===== config.mk =====
export PLATFORM = sky130hd
export DESIGN_NAME = dmcg_host
export DESIGN_NICKNAME = d
export VERILOG_FILES = /design/src/logic/dmcg_pkg.sv /design/src/logic/dmcg_host.sv
export SDC_FILE = /design/constraint.sdc
export NUM_CORES = 1
export LEC_CHECK = 0
export BUFFER_PORTS_ARGS = -buffer_cell sky130_fd_sc_hd__clkbuf_2
export CORE_MARGIN = 3
export CORE_UTILIZATION = 46
export CTS_BUF_LIST = sky130_fd_sc_hd__clkbuf_8
export CTS_CLUSTER_DIAMETER = 30
export DETAILED_ROUTE_END_ITERATION = 10
export PLACE_DENSITY_LB_ADDON = 0.12
export SLEW_MARGIN = 20
export SYNTH_ARGS = -nofsm -noshare
export SYNTH_HDL_FRONTEND = slang
export SYNTH_SLANG_ARGS = --single-unit

===== constraint.sdc =====
create_clock -name clk -period 4.1 [get_ports clk]
set_input_delay 0.82 -clock clk [delete_from_list [all_inputs] [get_ports clk]]
set_output_delay 0.82 -clock clk [all_outputs]
set_load 0.05 [all_outputs]

===== src/logic/dmcg_pkg.sv =====
// Package: register map, field layout and command types for the gating-bank host controller
package dmcg_pkg;

	// ==========================================================
	// Register addresses (device register space)
	localparam logic [15:0] ADDR_OUT_DIV2_AUTO  = 16'h0a20;
	localparam logic [15:0] ADDR_OUT_DIV3_AUTO  = 16'h0a26;
	localparam logic [15:0] ADDR_OUT_DIV4_AUTO  = 16'h0a2c;
	localparam logic [15:0] ADDR_RSVD_UPD_A     = 16'h0b24;
	localparam logic [15:0] ADDR_RSVD_UPD_B     = 16'h0b25;
	localparam logic [15:0] ADDR_FRAC_GATE      = 16'h0b44;
	localparam logic [15:0] ADDR_LOCKMON_GATE   = 16'h0b45;
	localparam logic [15:0] ADDR_ABSENCE_GATE   = 16'h0b46;
	localparam logic [15:0] ADDR_OFFSET_CLK     = 16'h0b47;
	localparam logic [15:0] ADDR_OFFSET_DIV     = 16'h0b48;
	localparam logic [15:0] ADDR_CALIB_OVR      = 16'h0b49;
	localparam logic [15:0] ADDR_DIV_CLK_GATE   = 16'h0b4a;
	localparam logic [15:0] ADDR_VCO_CODE_LO    = 16'h0b57;
	localparam logic [15:0] ADDR_VCO_CODE_HI    = 16'h0b58;

	// ==========================================================
	// Field positions
	localparam int AUTOSTOP_BIT      = 3;
	localparam int FB_FRAC_A_BIT     = 4;
	localparam int FB_FRAC_B_BIT     = 5;
	localparam int REFOSC_BIT        = 4;
	localparam int OUT_GATE_MSB_BIT  = 4;
	localparam int FB_DIV_GATE_BIT   = 5;
	localparam int FB_CAL_INH_BIT    = 6;

	// ==========================================================
	// Masks of the field bits within each register
	localparam logic [7:0] MASK_LOW4     = 8'h0f;
	localparam logic [7:0] MASK_FRAC_ALL = 8'h3f;
	localparam logic [7:0] MASK_LOCKMON  = 8'h03;
	localparam logic [7:0] MASK_OFFSET   = 8'h13;
	localparam logic [7:0] MASK_CALIB    = 8'h0f;
	localparam logic [7:0] MASK_DIVGATE  = 8'h7f;
	localparam logic [7:0] MASK_AUTOSTOP = 8'h08;
	localparam logic [7:0] MASK_HI_CODE  = 8'h0f;

	// ==========================================================
	// Command opcodes and bus record
	typedef enum logic [2:0] {
		DMCG_OP_RAW      = 3'h0,
		DMCG_OP_NORMAL   = 3'h1,
		DMCG_OP_FRAC     = 3'h2,
		DMCG_OP_OUTLOOPS = 3'h3,
		DMCG_OP_VCOCODE  = 3'h4,
		DMCG_OP_UPDATE   = 3'h5,
		DMCG_OP_AUTOSTOP = 3'h6
	} dmcg_op_t;

	typedef struct packed {
		dmcg_op_t    op;
		logic [15:0] addr;
		logic [11:0] data;
	} dmcg_cmd_t;

	typedef struct packed {
		logic        wr;
		logic        rd;
		logic [15:0] addr;
		logic [7:0]  wdata;
	} dmcg_reg_req_t;

endpackage


===== src/logic/dmcg_host.sv =====
// Host controller that programs the divider and monitor clock gating registers
`timescale 1ns/10ps

// Notes on behaviour
// [RULE_01] Outputs two, three and four each own a load autostop bit at position 3 of own register.
// [RULE_02] Bits 3:0 of the fractional gate register gate input dividers 3..0; one stops the clock.
// [RULE_03] An input divider with a fractional ratio must have its fractional gate bit written zero.
// [RULE_04] Bit 4 gates loop A feedback fraction and must be zero when that ratio is fractional.
// [RULE_05] Bit 5 gates loop B feedback fraction and must be zero when that ratio is fractional.
// [RULE_06] Lock-fail monitor gate bits 0 and 1 must be zero for lock-fail detection.
// [RULE_07] Input absence gate bits 3:0 must be zero for each input's absence detection.
// [RULE_08] Offset monitor clock gate bits 1:0 and 4 must be zero in normal operation.
// [RULE_09] Offset monitor divider gate bits 1:0 and 4 must be zero in normal operation.
// [RULE_10] Calibration inhibit bits 1:0 and force bits 3:2 stay zero in normal operation.
// [RULE_11] Output divider gate bit 4 is always one and bits 3:0 are cleared for used loops.
// [RULE_12] Feedback divider gate bit 5 is written zero to run the feedback divider.
// [RULE_13] Feedback calibration inhibit bit 6 is written zero to permit calibration.
// [RULE_14] The twelve-bit oscillator reset code is split low byte then low nibble of next.
// [RULE_15] Both reserved update registers are written during an in-service update procedure.
// [RULE_16] Each read-write field reads back its last written value and acts at once.
module dmcg_host
	import dmcg_pkg::*;
#(
	parameter int NUM_NORMAL = 9
)(
	input  wire logic                    clk,
	input  wire logic                    rst,
	input  wire logic                    cmd_valid,
	input  dmcg_pkg::dmcg_cmd_t          cmd,
	output logic                         cmd_ready,
	output logic                         done,
	output logic [7:0]                   rdata,
	output logic                         verify_err,
	output dmcg_pkg::dmcg_reg_req_t      reg_req,
	input  wire logic                    reg_ack,
	input  wire logic [7:0]              reg_rdata
);
	import dmcg_pkg::*;

	// ==========================================================
	// Write-list builder
	typedef enum logic [3:0] {
		S_IDLE  = 4'b0001,
		S_WRITE = 4'b0010,
		S_READ  = 4'b0100,
		S_DONE  = 4'b1000
	} dmcg_state_t;

	dmcg_state_t  state_q;
	dmcg_cmd_t    cmd_q;
	logic [3:0]   idx_q;
	logic [3:0]   last_q;
	logic         rd_only_q;
	logic         seq_ok_q;
	logic [15:0]  step_addr;
	logic [7:0]   step_data;

	// Writes for each step of a command; reads then compare back
	always_comb
	begin
		step_addr = cmd_q.addr;
		step_data = cmd_q.data[7:0];
		case (cmd_q.op)
			DMCG_OP_NORMAL:
			begin
				case (idx_q)
					// [RULE_06] lock monitor running
					4'h0:
					begin
						step_addr = ADDR_LOCKMON_GATE;
						step_data = 8'h00;
					end
					// [RULE_07] absence detectors running
					4'h1:
					begin
						step_addr = ADDR_ABSENCE_GATE;
						step_data = 8'h00;
					end
					// [RULE_08] offset clocks running
					4'h2:
					begin
						step_addr = ADDR_OFFSET_CLK;
						step_data = 8'h00;
					end
					// [RULE_09] offset dividers running
					4'h3:
					begin
						step_addr = ADDR_OFFSET_DIV;
						step_data = 8'h00;
					end
					// [RULE_10] calibration overrides clear
					4'h4:
					begin
						step_addr = ADDR_CALIB_OVR;
						step_data = 8'h00;
					end
					4'h5:
					begin
						// [RULE_11] [RULE_12] [RULE_13] output gate msb set, feedback on
						step_addr = ADDR_DIV_CLK_GATE;
						step_data = 8'h00;
						step_data[OUT_GATE_MSB_BIT] = 1'b1;
						step_data[3:0] = cmd_q.data[3:0];
						step_data[FB_DIV_GATE_BIT] = 1'b0;
						step_data[FB_CAL_INH_BIT] = 1'b0;
					end
					default:
					begin
						// [RULE_03] [RULE_04] [RULE_05] fraction clocks on
						step_addr = ADDR_FRAC_GATE;
						step_data = 8'h00;
					end
				endcase
			end
			DMCG_OP_FRAC:
			begin
				// [RULE_02] [RULE_03] [RULE_04] [RULE_05] clear bit of any fractional divider
				step_addr = ADDR_FRAC_GATE;
				step_data = cmd_q.data[7:0] & MASK_FRAC_ALL & ~cmd_q.data[11:4];
			end
			DMCG_OP_OUTLOOPS:
			begin
				// [RULE_11] top bit forced high
				step_addr = ADDR_DIV_CLK_GATE;
				step_data = (cmd_q.data[7:0] & MASK_DIVGATE) | 8'h10;
			end
			DMCG_OP_VCOCODE:
			begin
				// [RULE_14] low byte first, then upper nibble
				step_addr = (idx_q == 4'h0) ? ADDR_VCO_CODE_LO : ADDR_VCO_CODE_HI;
				step_data = (idx_q == 4'h0) ? cmd_q.data[7:0] : {4'h0, cmd_q.data[11:8]};
			end
			DMCG_OP_UPDATE:
			begin
				// [RULE_15] both reserved registers in turn
				step_addr = (idx_q == 4'h0) ? ADDR_RSVD_UPD_A : ADDR_RSVD_UPD_B;
				step_data = (idx_q == 4'h0) ? cmd_q.data[7:0] : {cmd_q.data[11:8], 4'h0};
			end
			DMCG_OP_AUTOSTOP:
			begin
				// [RULE_01] bit 3 of the chosen output register
				case (cmd_q.data[1:0])
					2'h2: step_addr = ADDR_OUT_DIV2_AUTO;
					2'h3: step_addr = ADDR_OUT_DIV3_AUTO;
					default: step_addr = ADDR_OUT_DIV4_AUTO;
				endcase
				step_data = 8'h00;
				step_data[AUTOSTOP_BIT] = cmd_q.data[4];
			end
			default:
			begin
				step_addr = cmd_q.addr;
				step_data = cmd_q.data[7:0];
			end
		endcase
	end

	function automatic logic [3:0] dmcg_steps(input dmcg_op_t op);
		case (op)
			DMCG_OP_NORMAL:  dmcg_steps = 4'(NUM_NORMAL - 2);
			DMCG_OP_VCOCODE: dmcg_steps = 4'h1;
			DMCG_OP_UPDATE:  dmcg_steps = 4'h1;
			default:         dmcg_steps = 4'h0;
		endcase
	endfunction

	// ==========================================================
	// Sequencer
	always_ff @(posedge clk)
	begin
		if (rst)
		begin
			state_q   <= S_IDLE;
			cmd_q     <= '0;
			idx_q     <= 4'h0;
			last_q    <= 4'h0;
			rd_only_q <= 1'b0;
		end
		else
		begin
			case (state_q)
				S_IDLE:
					if (cmd_valid)
					begin
						cmd_q     <= cmd;
						idx_q     <= 4'h0;
						last_q    <= dmcg_steps(cmd.op);
						rd_only_q <= (cmd.op == DMCG_OP_RAW) && cmd.data[11];
						state_q   <= ((cmd.op == DMCG_OP_RAW) && cmd.data[11]) ? S_READ : S_WRITE;
					end
				S_WRITE:
					if (reg_ack)
						state_q <= S_READ;
				S_READ:
					if (reg_ack)
					begin
						if (idx_q == last_q || rd_only_q)
							state_q <= S_DONE;
						else
						begin
							idx_q   <= idx_q + 4'h1;
							state_q <= S_WRITE;
						end
					end
				S_DONE:
					state_q <= S_IDLE;
				default:
					state_q <= S_IDLE;
			endcase
		end
	end

	// ==========================================================
	// Device register requests, held until acknowledged
	always_ff @(posedge clk)
	begin
		if (rst)
			reg_req <= '0;
		else if (reg_ack)
			reg_req <= '0;
		else if (state_q == S_WRITE)
			reg_req <= '{wr: 1'b1, rd: 1'b0, addr: step_addr, wdata: step_data};
		else if (state_q == S_READ)
			reg_req <= '{wr: 1'b0, rd: 1'b1, addr: step_addr, wdata: 8'h00};
		else
			reg_req <= '0;
	end

	// ==========================================================
	// Readback check: reserved bytes written by update commands are excluded since their meaning is opaque
	always_ff @(posedge clk)
	begin
		if (rst)
		begin
			rdata      <= 8'h00;
			seq_ok_q   <= 1'b1;
			verify_err <= 1'b0;
		end
		else if (state_q == S_IDLE && cmd_valid)
			seq_ok_q <= 1'b1;
		else if (state_q == S_READ && reg_ack)
		begin
			rdata <= reg_rdata;
			// [RULE_16] last write must read back
			if (!rd_only_q && cmd_q.op != DMCG_OP_UPDATE && reg_rdata != step_data)
				seq_ok_q <= 1'b0;
		end
		else if (state_q == S_DONE)
			verify_err <= !seq_ok_q;
	end

	always_ff @(posedge clk)
	begin
		if (rst)
		begin
			cmd_ready <= 1'b0;
			done      <= 1'b0;
		end
		else
		begin
			cmd_ready <= (state_q == S_IDLE) && !cmd_valid;
			done      <= (state_q == S_DONE);
		end
	end

	// ==========================================================
	// Checks
	// [RULE_11] output gate top bit
	out_gate_msb_a: assert property (@(posedge clk) disable iff (rst) // [RULE_11]
		(reg_req.wr && reg_req.addr == ADDR_DIV_CLK_GATE) |-> reg_req.wdata[OUT_GATE_MSB_BIT])
		else $error("output gate msb written low");
	// [RULE_10] calibration overrides zero under normal op
	calib_zero_a: assert property (@(posedge clk) disable iff (rst) // [RULE_10]
		(reg_req.wr && reg_req.addr == ADDR_CALIB_OVR && cmd_q.op == DMCG_OP_NORMAL)
		|-> reg_req.wdata == 8'h00)
		else $error("calibration override not cleared");
	// [RULE_03] fractional dividers never gated
	frac_clear_a: assert property (@(posedge clk) disable iff (rst) // [RULE_03]
		(reg_req.wr && reg_req.addr == ADDR_FRAC_GATE && cmd_q.op == DMCG_OP_FRAC)
		|-> (reg_req.wdata & cmd_q.data[11:4]) == 8'h00)
		else $error("fractional divider left gated");
	// [RULE_14] high code follows low code
	// Window allows a readback wait of up to fifteen cycles
	vco_order_a: assert property (@(posedge clk) disable iff (rst) // [RULE_14]
		(reg_req.wr && reg_req.addr == ADDR_VCO_CODE_LO && reg_ack
			&& cmd_q.op == DMCG_OP_VCOCODE)
		|-> ##[1:20] (reg_req.wr && reg_req.addr == ADDR_VCO_CODE_HI))
		else $error("upper oscillator code not written");
	// [RULE_15] second reserved write follows
	rsvd_pair_a: assert property (@(posedge clk) disable iff (rst) // [RULE_15]
		(reg_req.wr && reg_req.addr == ADDR_RSVD_UPD_A && reg_ack
			&& cmd_q.op == DMCG_OP_UPDATE)
		|-> ##[1:20] (reg_req.wr && reg_req.addr == ADDR_RSVD_UPD_B))
		else $error("second reserved write missing");
	// [RULE_12] feedback divider enabled
	fb_enable_a: assert property (@(posedge clk) disable iff (rst) // [RULE_12]
		(reg_req.wr && reg_req.addr == ADDR_DIV_CLK_GATE && cmd_q.op == DMCG_OP_NORMAL)
		|-> !reg_req.wdata[FB_DIV_GATE_BIT] && !reg_req.wdata[FB_CAL_INH_BIT])
		else $error("feedback divider left off");
	// [RULE_16] mismatch reported
	verify_flag_a: assert property (@(posedge clk) disable iff (rst) // [RULE_16]
		(state_q == S_DONE && !seq_ok_q) |=> verify_err && done)
		else $error("readback mismatch not flagged");
	// [RULE_01] autostop writes only bit 3
	autostop_bit_a: assert property (@(posedge clk) disable iff (rst) // [RULE_01]
		(reg_req.wr && cmd_q.op == DMCG_OP_AUTOSTOP)
		|-> (reg_req.wdata & ~MASK_AUTOSTOP) == 8'h00)
		else $error("autostop write touches other bits");
	// [RULE_06] lock monitors clocked
	lockmon_run_a: assert property (@(posedge clk) disable iff (rst) // [RULE_06]
		(reg_req.wr && reg_req.addr == ADDR_LOCKMON_GATE && cmd_q.op == DMCG_OP_NORMAL)
		|-> (reg_req.wdata & MASK_LOCKMON) == 8'h00)
		else $error("lock monitor left gated");
	// [RULE_07] absence detectors clocked
	absence_run_a: assert property (@(posedge clk) disable iff (rst) // [RULE_07]
		(reg_req.wr && reg_req.addr == ADDR_ABSENCE_GATE && cmd_q.op == DMCG_OP_NORMAL)
		|-> (reg_req.wdata & MASK_LOW4) == 8'h00)
		else $error("absence detector left gated");
	// [RULE_08] offset clocks running
	offset_clock_a: assert property (@(posedge clk) disable iff (rst) // [RULE_08]
		(reg_req.wr && reg_req.addr == ADDR_OFFSET_CLK && cmd_q.op == DMCG_OP_NORMAL)
		|-> (reg_req.wdata & MASK_OFFSET) == 8'h00)
		else $error("offset monitor clock left gated");
	// [RULE_09] offset dividers running
	offset_divider_a: assert property (@(posedge clk) disable iff (rst) // [RULE_09]
		(reg_req.wr && reg_req.addr == ADDR_OFFSET_DIV && cmd_q.op == DMCG_OP_NORMAL)
		|-> (reg_req.wdata & MASK_OFFSET) == 8'h00)
		else $error("offset monitor divider left gated");
	// [RULE_13] feedback calibration allowed
	fb_calib_a: assert property (@(posedge clk) disable iff (rst) // [RULE_13]
		(reg_req.wr && reg_req.addr == ADDR_DIV_CLK_GATE && cmd_q.op == DMCG_OP_NORMAL)
		|-> !reg_req.wdata[FB_CAL_INH_BIT])
		else $error("feedback calibration left inhibited");
	// [RULE_02] fraction gate field only
	frac_field_a: assert property (@(posedge clk) disable iff (rst) // [RULE_02]
		(reg_req.wr && reg_req.addr == ADDR_FRAC_GATE && cmd_q.op == DMCG_OP_FRAC)
		|-> (reg_req.wdata & ~MASK_FRAC_ALL) == 8'h00)
		else $error("fraction gate write outside its field");
	// [RULE_04] [RULE_05] feedback fractions clocked
	loop_frac_a: assert property (@(posedge clk) disable iff (rst) // [RULE_04]
		(reg_req.wr && reg_req.addr == ADDR_FRAC_GATE && cmd_q.op == DMCG_OP_NORMAL)
		|-> !reg_req.wdata[FB_FRAC_A_BIT] && !reg_req.wdata[FB_FRAC_B_BIT])
		else $error("feedback fraction left gated");
	// [RULE_16] request held until acknowledge
	req_hold_a: assert property (@(posedge clk) disable iff (rst) // [RULE_16]
		((reg_req.wr || reg_req.rd) && !reg_ack)
		|=> $stable(reg_req))
		else $error("register request changed before acknowledge");
	// [RULE_14] upper code only four bits
	vco_nibble_a: assert property (@(posedge clk) disable iff (rst) // [RULE_14]
		(reg_req.wr && reg_req.addr == ADDR_VCO_CODE_HI && cmd_q.op == DMCG_OP_VCOCODE)
		|-> (reg_req.wdata & ~MASK_HI_CODE) == 8'h00)
		else $error("upper oscillator code too wide");
	wr_rd_c: cover property (@(posedge clk) disable iff (rst) reg_req.wr ##[1:8] reg_req.rd);
	normal_c: cover property (@(posedge clk) disable iff (rst)
		done && cmd_q.op == DMCG_OP_NORMAL);
	err_c: cover property (@(posedge clk) disable iff (rst) verify_err);
	vco_c: cover property (@(posedge clk) disable iff (rst)
		done && cmd_q.op == DMCG_OP_VCOCODE);
	update_c: cover property (@(posedge clk) disable iff (rst)
		done && cmd_q.op == DMCG_OP_UPDATE);

endmodule // dmcg_host


; ---- Yosys cells after proc, flatten, opt, wreduce, memory -nomap -nowiden
; Cells that the tools add are included.
; W data, S select, Z words.
[totals]
register_bits = 82
input_bits = 43
output_inout_bits = 37
[classes]
n_addsub = 1
eq_ne = 27
muxes = 22
n_bitwise = 4
n_reduce_logical = 23
[ops]
columns = op, count
row1 = $pmux W16 S6, 1
row2 = $pmux W8 S6, 1
row3 = $mux W4, 8
row4 = $mux W26, 1
row5 = $mux W25, 1
row6 = $pmux W4 S6, 1
row7 = $mux W8, 2
row8 = $pmux W4 S2, 2
row9 = $eq A3 B3 Y1 const B, 5
row10 = $eq A4 B2 Y1 const B, 3
row11 = $eq A4 B3 Y1 const B, 3
row12 = $pmux W4 S3, 1
row13 = $and A6 B8 Y8, 1
row14 = $eq A4 B1 Y1 const B, 2
row15 = $ne A2 B2 Y1 const B, 4
row16 = $ne A8 B8 Y1, 1
row17 = $not A8 Y8, 1
row18 = $eq A3 B1 Y1 const B, 2
row19 = $eq A3 B2 Y1 const B, 2
row20 = $logic_and A1 B1 Y1, 6
row21 = $pmux W3 S2, 1
row22 = $reduce_and A2 Y1, 3
row23 = $reduce_and A3 Y1, 2
row24 = $reduce_or A2 Y1, 3
row25 = other kinds (16), 20

; ---- Depth between registers and ports, before layout
[depth]
ltp_word = 6
ltp_mapped = 9

; ---- Worst setup path before layout
; No wires, ideal clock.
[synth_path]
kind = input to register
start = in cmd[30] (netlist name)
end = reg state_q[2]
setup_time_ns = 0.070
arrival_time_ns = 2.050
t_required_ns = 4.030
setup_slack_ns = 1.979
cell_stages = 5
cell_sequence = nor4b_1 > nor3b_1 > a21oi_1 > or4b_1 > a21oi_1
[synth_between]
elab_chain_len = 5
[synth_lines]
columns = element, line_no
row1 = from (decl), dmcg_host.sv:29  ; input dmcg_pkg::dmcg_cmd_t cmd,
row2 = $logic_not A3 Y1, dmcg_host.sv:189  ; state_q <= ((cmd.op == DMCG_OP_RAW) && cmd.data[11]) ? S_READ : S_WRITE;
row3 = $logic_and A1 B1 Y1, dmcg_host.sv:189
row4 = $mux W3, dmcg_host.sv:189
row5 = $mux W4, dmcg_host.sv:183  ; if (cmd_valid)
row6 = $pmux W4 S3, dmcg_host.sv:181  ; case (state_q)
row7 = to (signal assigned), dmcg_host.sv:189
row8 = to (decl), dmcg_host.sv:49  ; dmcg_state_t state_q;
; No other way between the ends. The select of a mux whose other input is x is not followed.
; A chain may end at the register's enable or synchronous reset.

; ---- Worst setup path in the final report
[layout_path]
start = reg cmd_q[29] (netlist name)
end = reg seq_ok_q
[layout_between]
elab_chain_len = 5
[layout_lines]
columns = element, line_no
row1 = from (decl), dmcg_host.sv:50  ; dmcg_cmd_t cmd_q;
row2 = from (signal assigned), dmcg_host.sv:185  ; cmd_q <= cmd;
row3 = "$eq A3 B3 Y1, or another cell as far along", dmcg_host.sv:63  ; case (cmd_q.op)
row4 = $pmux W8 S6, dmcg_host.sv:63
row5 = $ne A8 B8 Y1, dmcg_host.sv:245  ; if (!rd_only_q && cmd_q.op != DMCG_OP_UPDATE && reg_rdata != step_data)
row6 = $logic_and A1 B1 Y1 (*), dmcg_host.sv:245
row7 = $reduce_and A2 Y1 (no line) (*), --
row8 = to (signal assigned), dmcg_host.sv:236  ; seq_ok_q <= 1'b1;
row9 = to (signal assigned), dmcg_host.sv:240  ; seq_ok_q <= 1'b1;
row10 = to (signal assigned), dmcg_host.sv:246  ; seq_ok_q <= 1'b0;
row11 = to (decl), dmcg_host.sv:54  ; logic seq_ok_q;
; Every way passes the cells marked *; elsewhere a longest branch is shown, timed or not.

==> flow_summary.json <==
{
  "start_util_pct": 48.3,
  "grt_max_degree": 53,
  "place_area_mm2": 0.00423,
  "crit_family": "simple AND/OR/NAND/NOR gates",
  "clockBufferDepth": 2,
  "p_comb_share_pct": 17.7,
  "internal-power_mw": 1.29,
  "max_cap_violations": 0,
  "core_mm2": 0.00789,
  "portBuffers": 79,
  "areaGrowthSynthToFinish_pct": 17.0,
  "dr.pass1.iters": 6,
  "holdCritStartpoint": "cmd_q[25]",
  "routedWlPerCell_um": 15.8,
  "fin_ws_ns": 1.55,
  "drt-vias-per-instance": 5.62,
  "slowest_delay_ns": 0.71,
  "leakagePower_nw": 1.75,
  "reg2reg_depth": 7,
  "layout.nets": 591,
  "worst_ep_arrival_time_ns": 2.82,
  "async_flop_share_pct": 0,
  "cts_tree": "yes",
  "ys_seq_elements": 80,
  "ys.flop_type": "dfxtp_1",
  "vias": 3650,
  "dp.cells": 635,
  "synth_seq_area_share_pct": 42.1,
  "clock_skew_ns": 0.00685,
  "endpoint_kind": "register",
  "report.final.slew_viol_count": 0,
  "hold_buffers": 0,
  "peakVddDrop_v": 0.000265,
  "cts-root-buf": "clkbuf_8",
  "drtIter0Drc": 307,
  "synth_edf_count": 0,
  "timing.fmax_mhz": 393,
  "rows": 32,
  "cts_buffers": 9,
  "crit_buf_inv": 1,
  "drc": 0,
  "synth_area_mm2": 0.00381,
  "path_clk_slew_ns": 0.08,
  "synthCells": 478,
  "htreeDepth": 3,
  "multi_input_area_mm2": 0.00200,
  "mappedNetlistNets": 525,
  "p_sw_uw": 524,
  "dpl_worst_slack_ns": 1.29,
  "syn_avg_cell_area_um2": 7.96,
  "min_to": "cmd_q[25]",
  "path_max_fanout": 19,
  "cp.required_ns": 4.37,
  "r2r-start": "cmd_q[29]",
  "worstMarginPinSlew_ns": 0.852,
  "grtUsageTotal_pct": 21.7,
  "power_mw": 1.81,
  "synth.yosys.warnings": 0,
  "postCtsSetupBuffers": 0,
  "clock_latency_ns": 0.35,
  "path_cells": "buf_4 > and2b_1 > a2111oi_2 > o41a_1 > nor4b_2 > nand4b_1 > o31ai_2",
  "detailed_place_hpwl_um": 7520,
  "period_needed_ns": 2.55,
  "antenna_cells": 0,
  "fin_setup_tns_ns": 0,
  "drt_wl_total_um": 10200,
  "slew_headroom_pct": 41.7,
  "hold_depth": 2,
  "rsz0062_at_grt": "false",
  "setup_violations": 0,
  "grt_antenna_before_repair": 0,
  "clockPowerShare_pct": 35.2,
  "hp-class": "reg -> reg",
  "seq_area_mm2": 0.00160,
  "p_per_area_mw_per_mm2": 406,
  "final.period_utilization_pct": 62.1,
  "power_frac_seq_pct": 47.1,
  "slowest_stage": "dfxtp_1",
  "utilization_pct": 56.5,
  "grt_pass1_vias": 3347,
  "ant_nets": 0,
  "io_pins": 80,
  "die_h_um": 97.0,
  "drive_above_1_share_pct": 20.8,
  "reg2reg_slack_ns": 1.55,
  "cts_resized": 0,
  "overflow": 0,
  "final_cells": 650,
  "place_congestion": 0.898,
  "ys_types": 65,
  "final_cell_area_mm2": 0.00445,
  "startpoint": "cmd_q[29]",
  "r2r_end": "seq_ok_q",
  "dieArea_mm2": 0.00940,
  "grt_pass1_wl_um": 16800,
  "status": "finished, final reports clean",
  "worstSetupPathType": "reg -> reg",
  "final_hold_viol_count": 0,
  "switching_share_pct": 29.0,
  "die_x_um": 97.0,
  "hold_slack_ns": 0.451,
  "fill_cells": 799,
  "cts.sinks": 80,
  "start_kind": "register"
}
==> flip-flops by register name, indices dropped and copies added (netlist names), 2 cells and up <==
signal   count
cmd_q       31
idx_q        4
last_q       2
rdata        8
reg_req     26
state_q      4
==> power groups by stage <==
stage	logic (mW)	clock network, mW	registers (mW)
2_1_floorplan	0.235	0	0.859
3_3_place_gp	0.314	0	0.870
3_5_place_dp	0.317	0	0.870
4_1_cts	0.318	0.653	0.853
5_1_grt	0.360	0.681	0.859
6_report	0.320	0.637	0.853
==> tightest hold or removal path, stage by stage (launching register included) <==
cell and delay (ns):
dfxtp_1 0.31, nand2_1 0.05, a21oi_1 0.05
==> routing by layer <==
metal	up-vias	part of all wire (%)	track usage, %
met4	0	0.98	4.64
li1	1807	-	-
met5	-	0	0
met2	122	48	35.7
met1	1710	45	29.0
met3	11	6.5	5.26
==> synth_stat cells (6+ instances only) <==
master,number,share of area (%)
nand3b_1,6,1.2
a21oi_1,63,8.3
clkbuf_1,18,1.8
nor2_1,30,3.0
nor2b_1,7,1.2
buf_2,9,1.2
nand2_1,91,9.0
o21ai_0,17,2.2
nor3_1,10,1.3
inv_1,14,1.4
nand3_1,21,2.8
nand2b_1,8,1.3
dfxtp_1,80,42
and2_1,8,1.3
==> cells in the final DEF (no fill, tap or decap), types with 6 or more instances in the layout <==
master and count:
dfxtp_1 80, inv_1 14, nand3b_1 6, o21ai_0 17, clkbuf_8 10, nor2b_1 7
buf_4 7, nand2b_1 8, a21oi_1 63, nand2_1 91, nor2_1 29, and2_1 8
nor3_1 10, nand3_1 21, clkbuf_2 79
==> worst max path at each step <==
stage / to / cells past startpoint / slack [ns]
after global placement: reg_req[9] / 4 / 1.32
after detailed placement: reg_req[9] / 4 / 1.29
after CTS: seq_ok_q / 7 / 1.60
after floorplan: state_q[2] / 5 / 1.98
after global routing: seq_ok_q / 7 / 1.32
final: seq_ok_q / 7 / 1.55
==> logic make-up after synthesis <==
kind of cell | synth area share [%]
compound gates | 21.5
xor+xnor | 1.84
fa+ha+maj | 1.31
buf+inv | 5.33
flops | 42.1
simple gates | 28.0
==> cell type report <==
cell class                 count  area share [%]
clock inverter                 5            1.83
clock buffer                  10            3.09
timing repair buffer          86            10.1
multi-input combinational    353            45.0
sequential                    80            36.0
tap                          102            2.87
inverter                      14            1.18
Power figures use the tool's default switching activity.
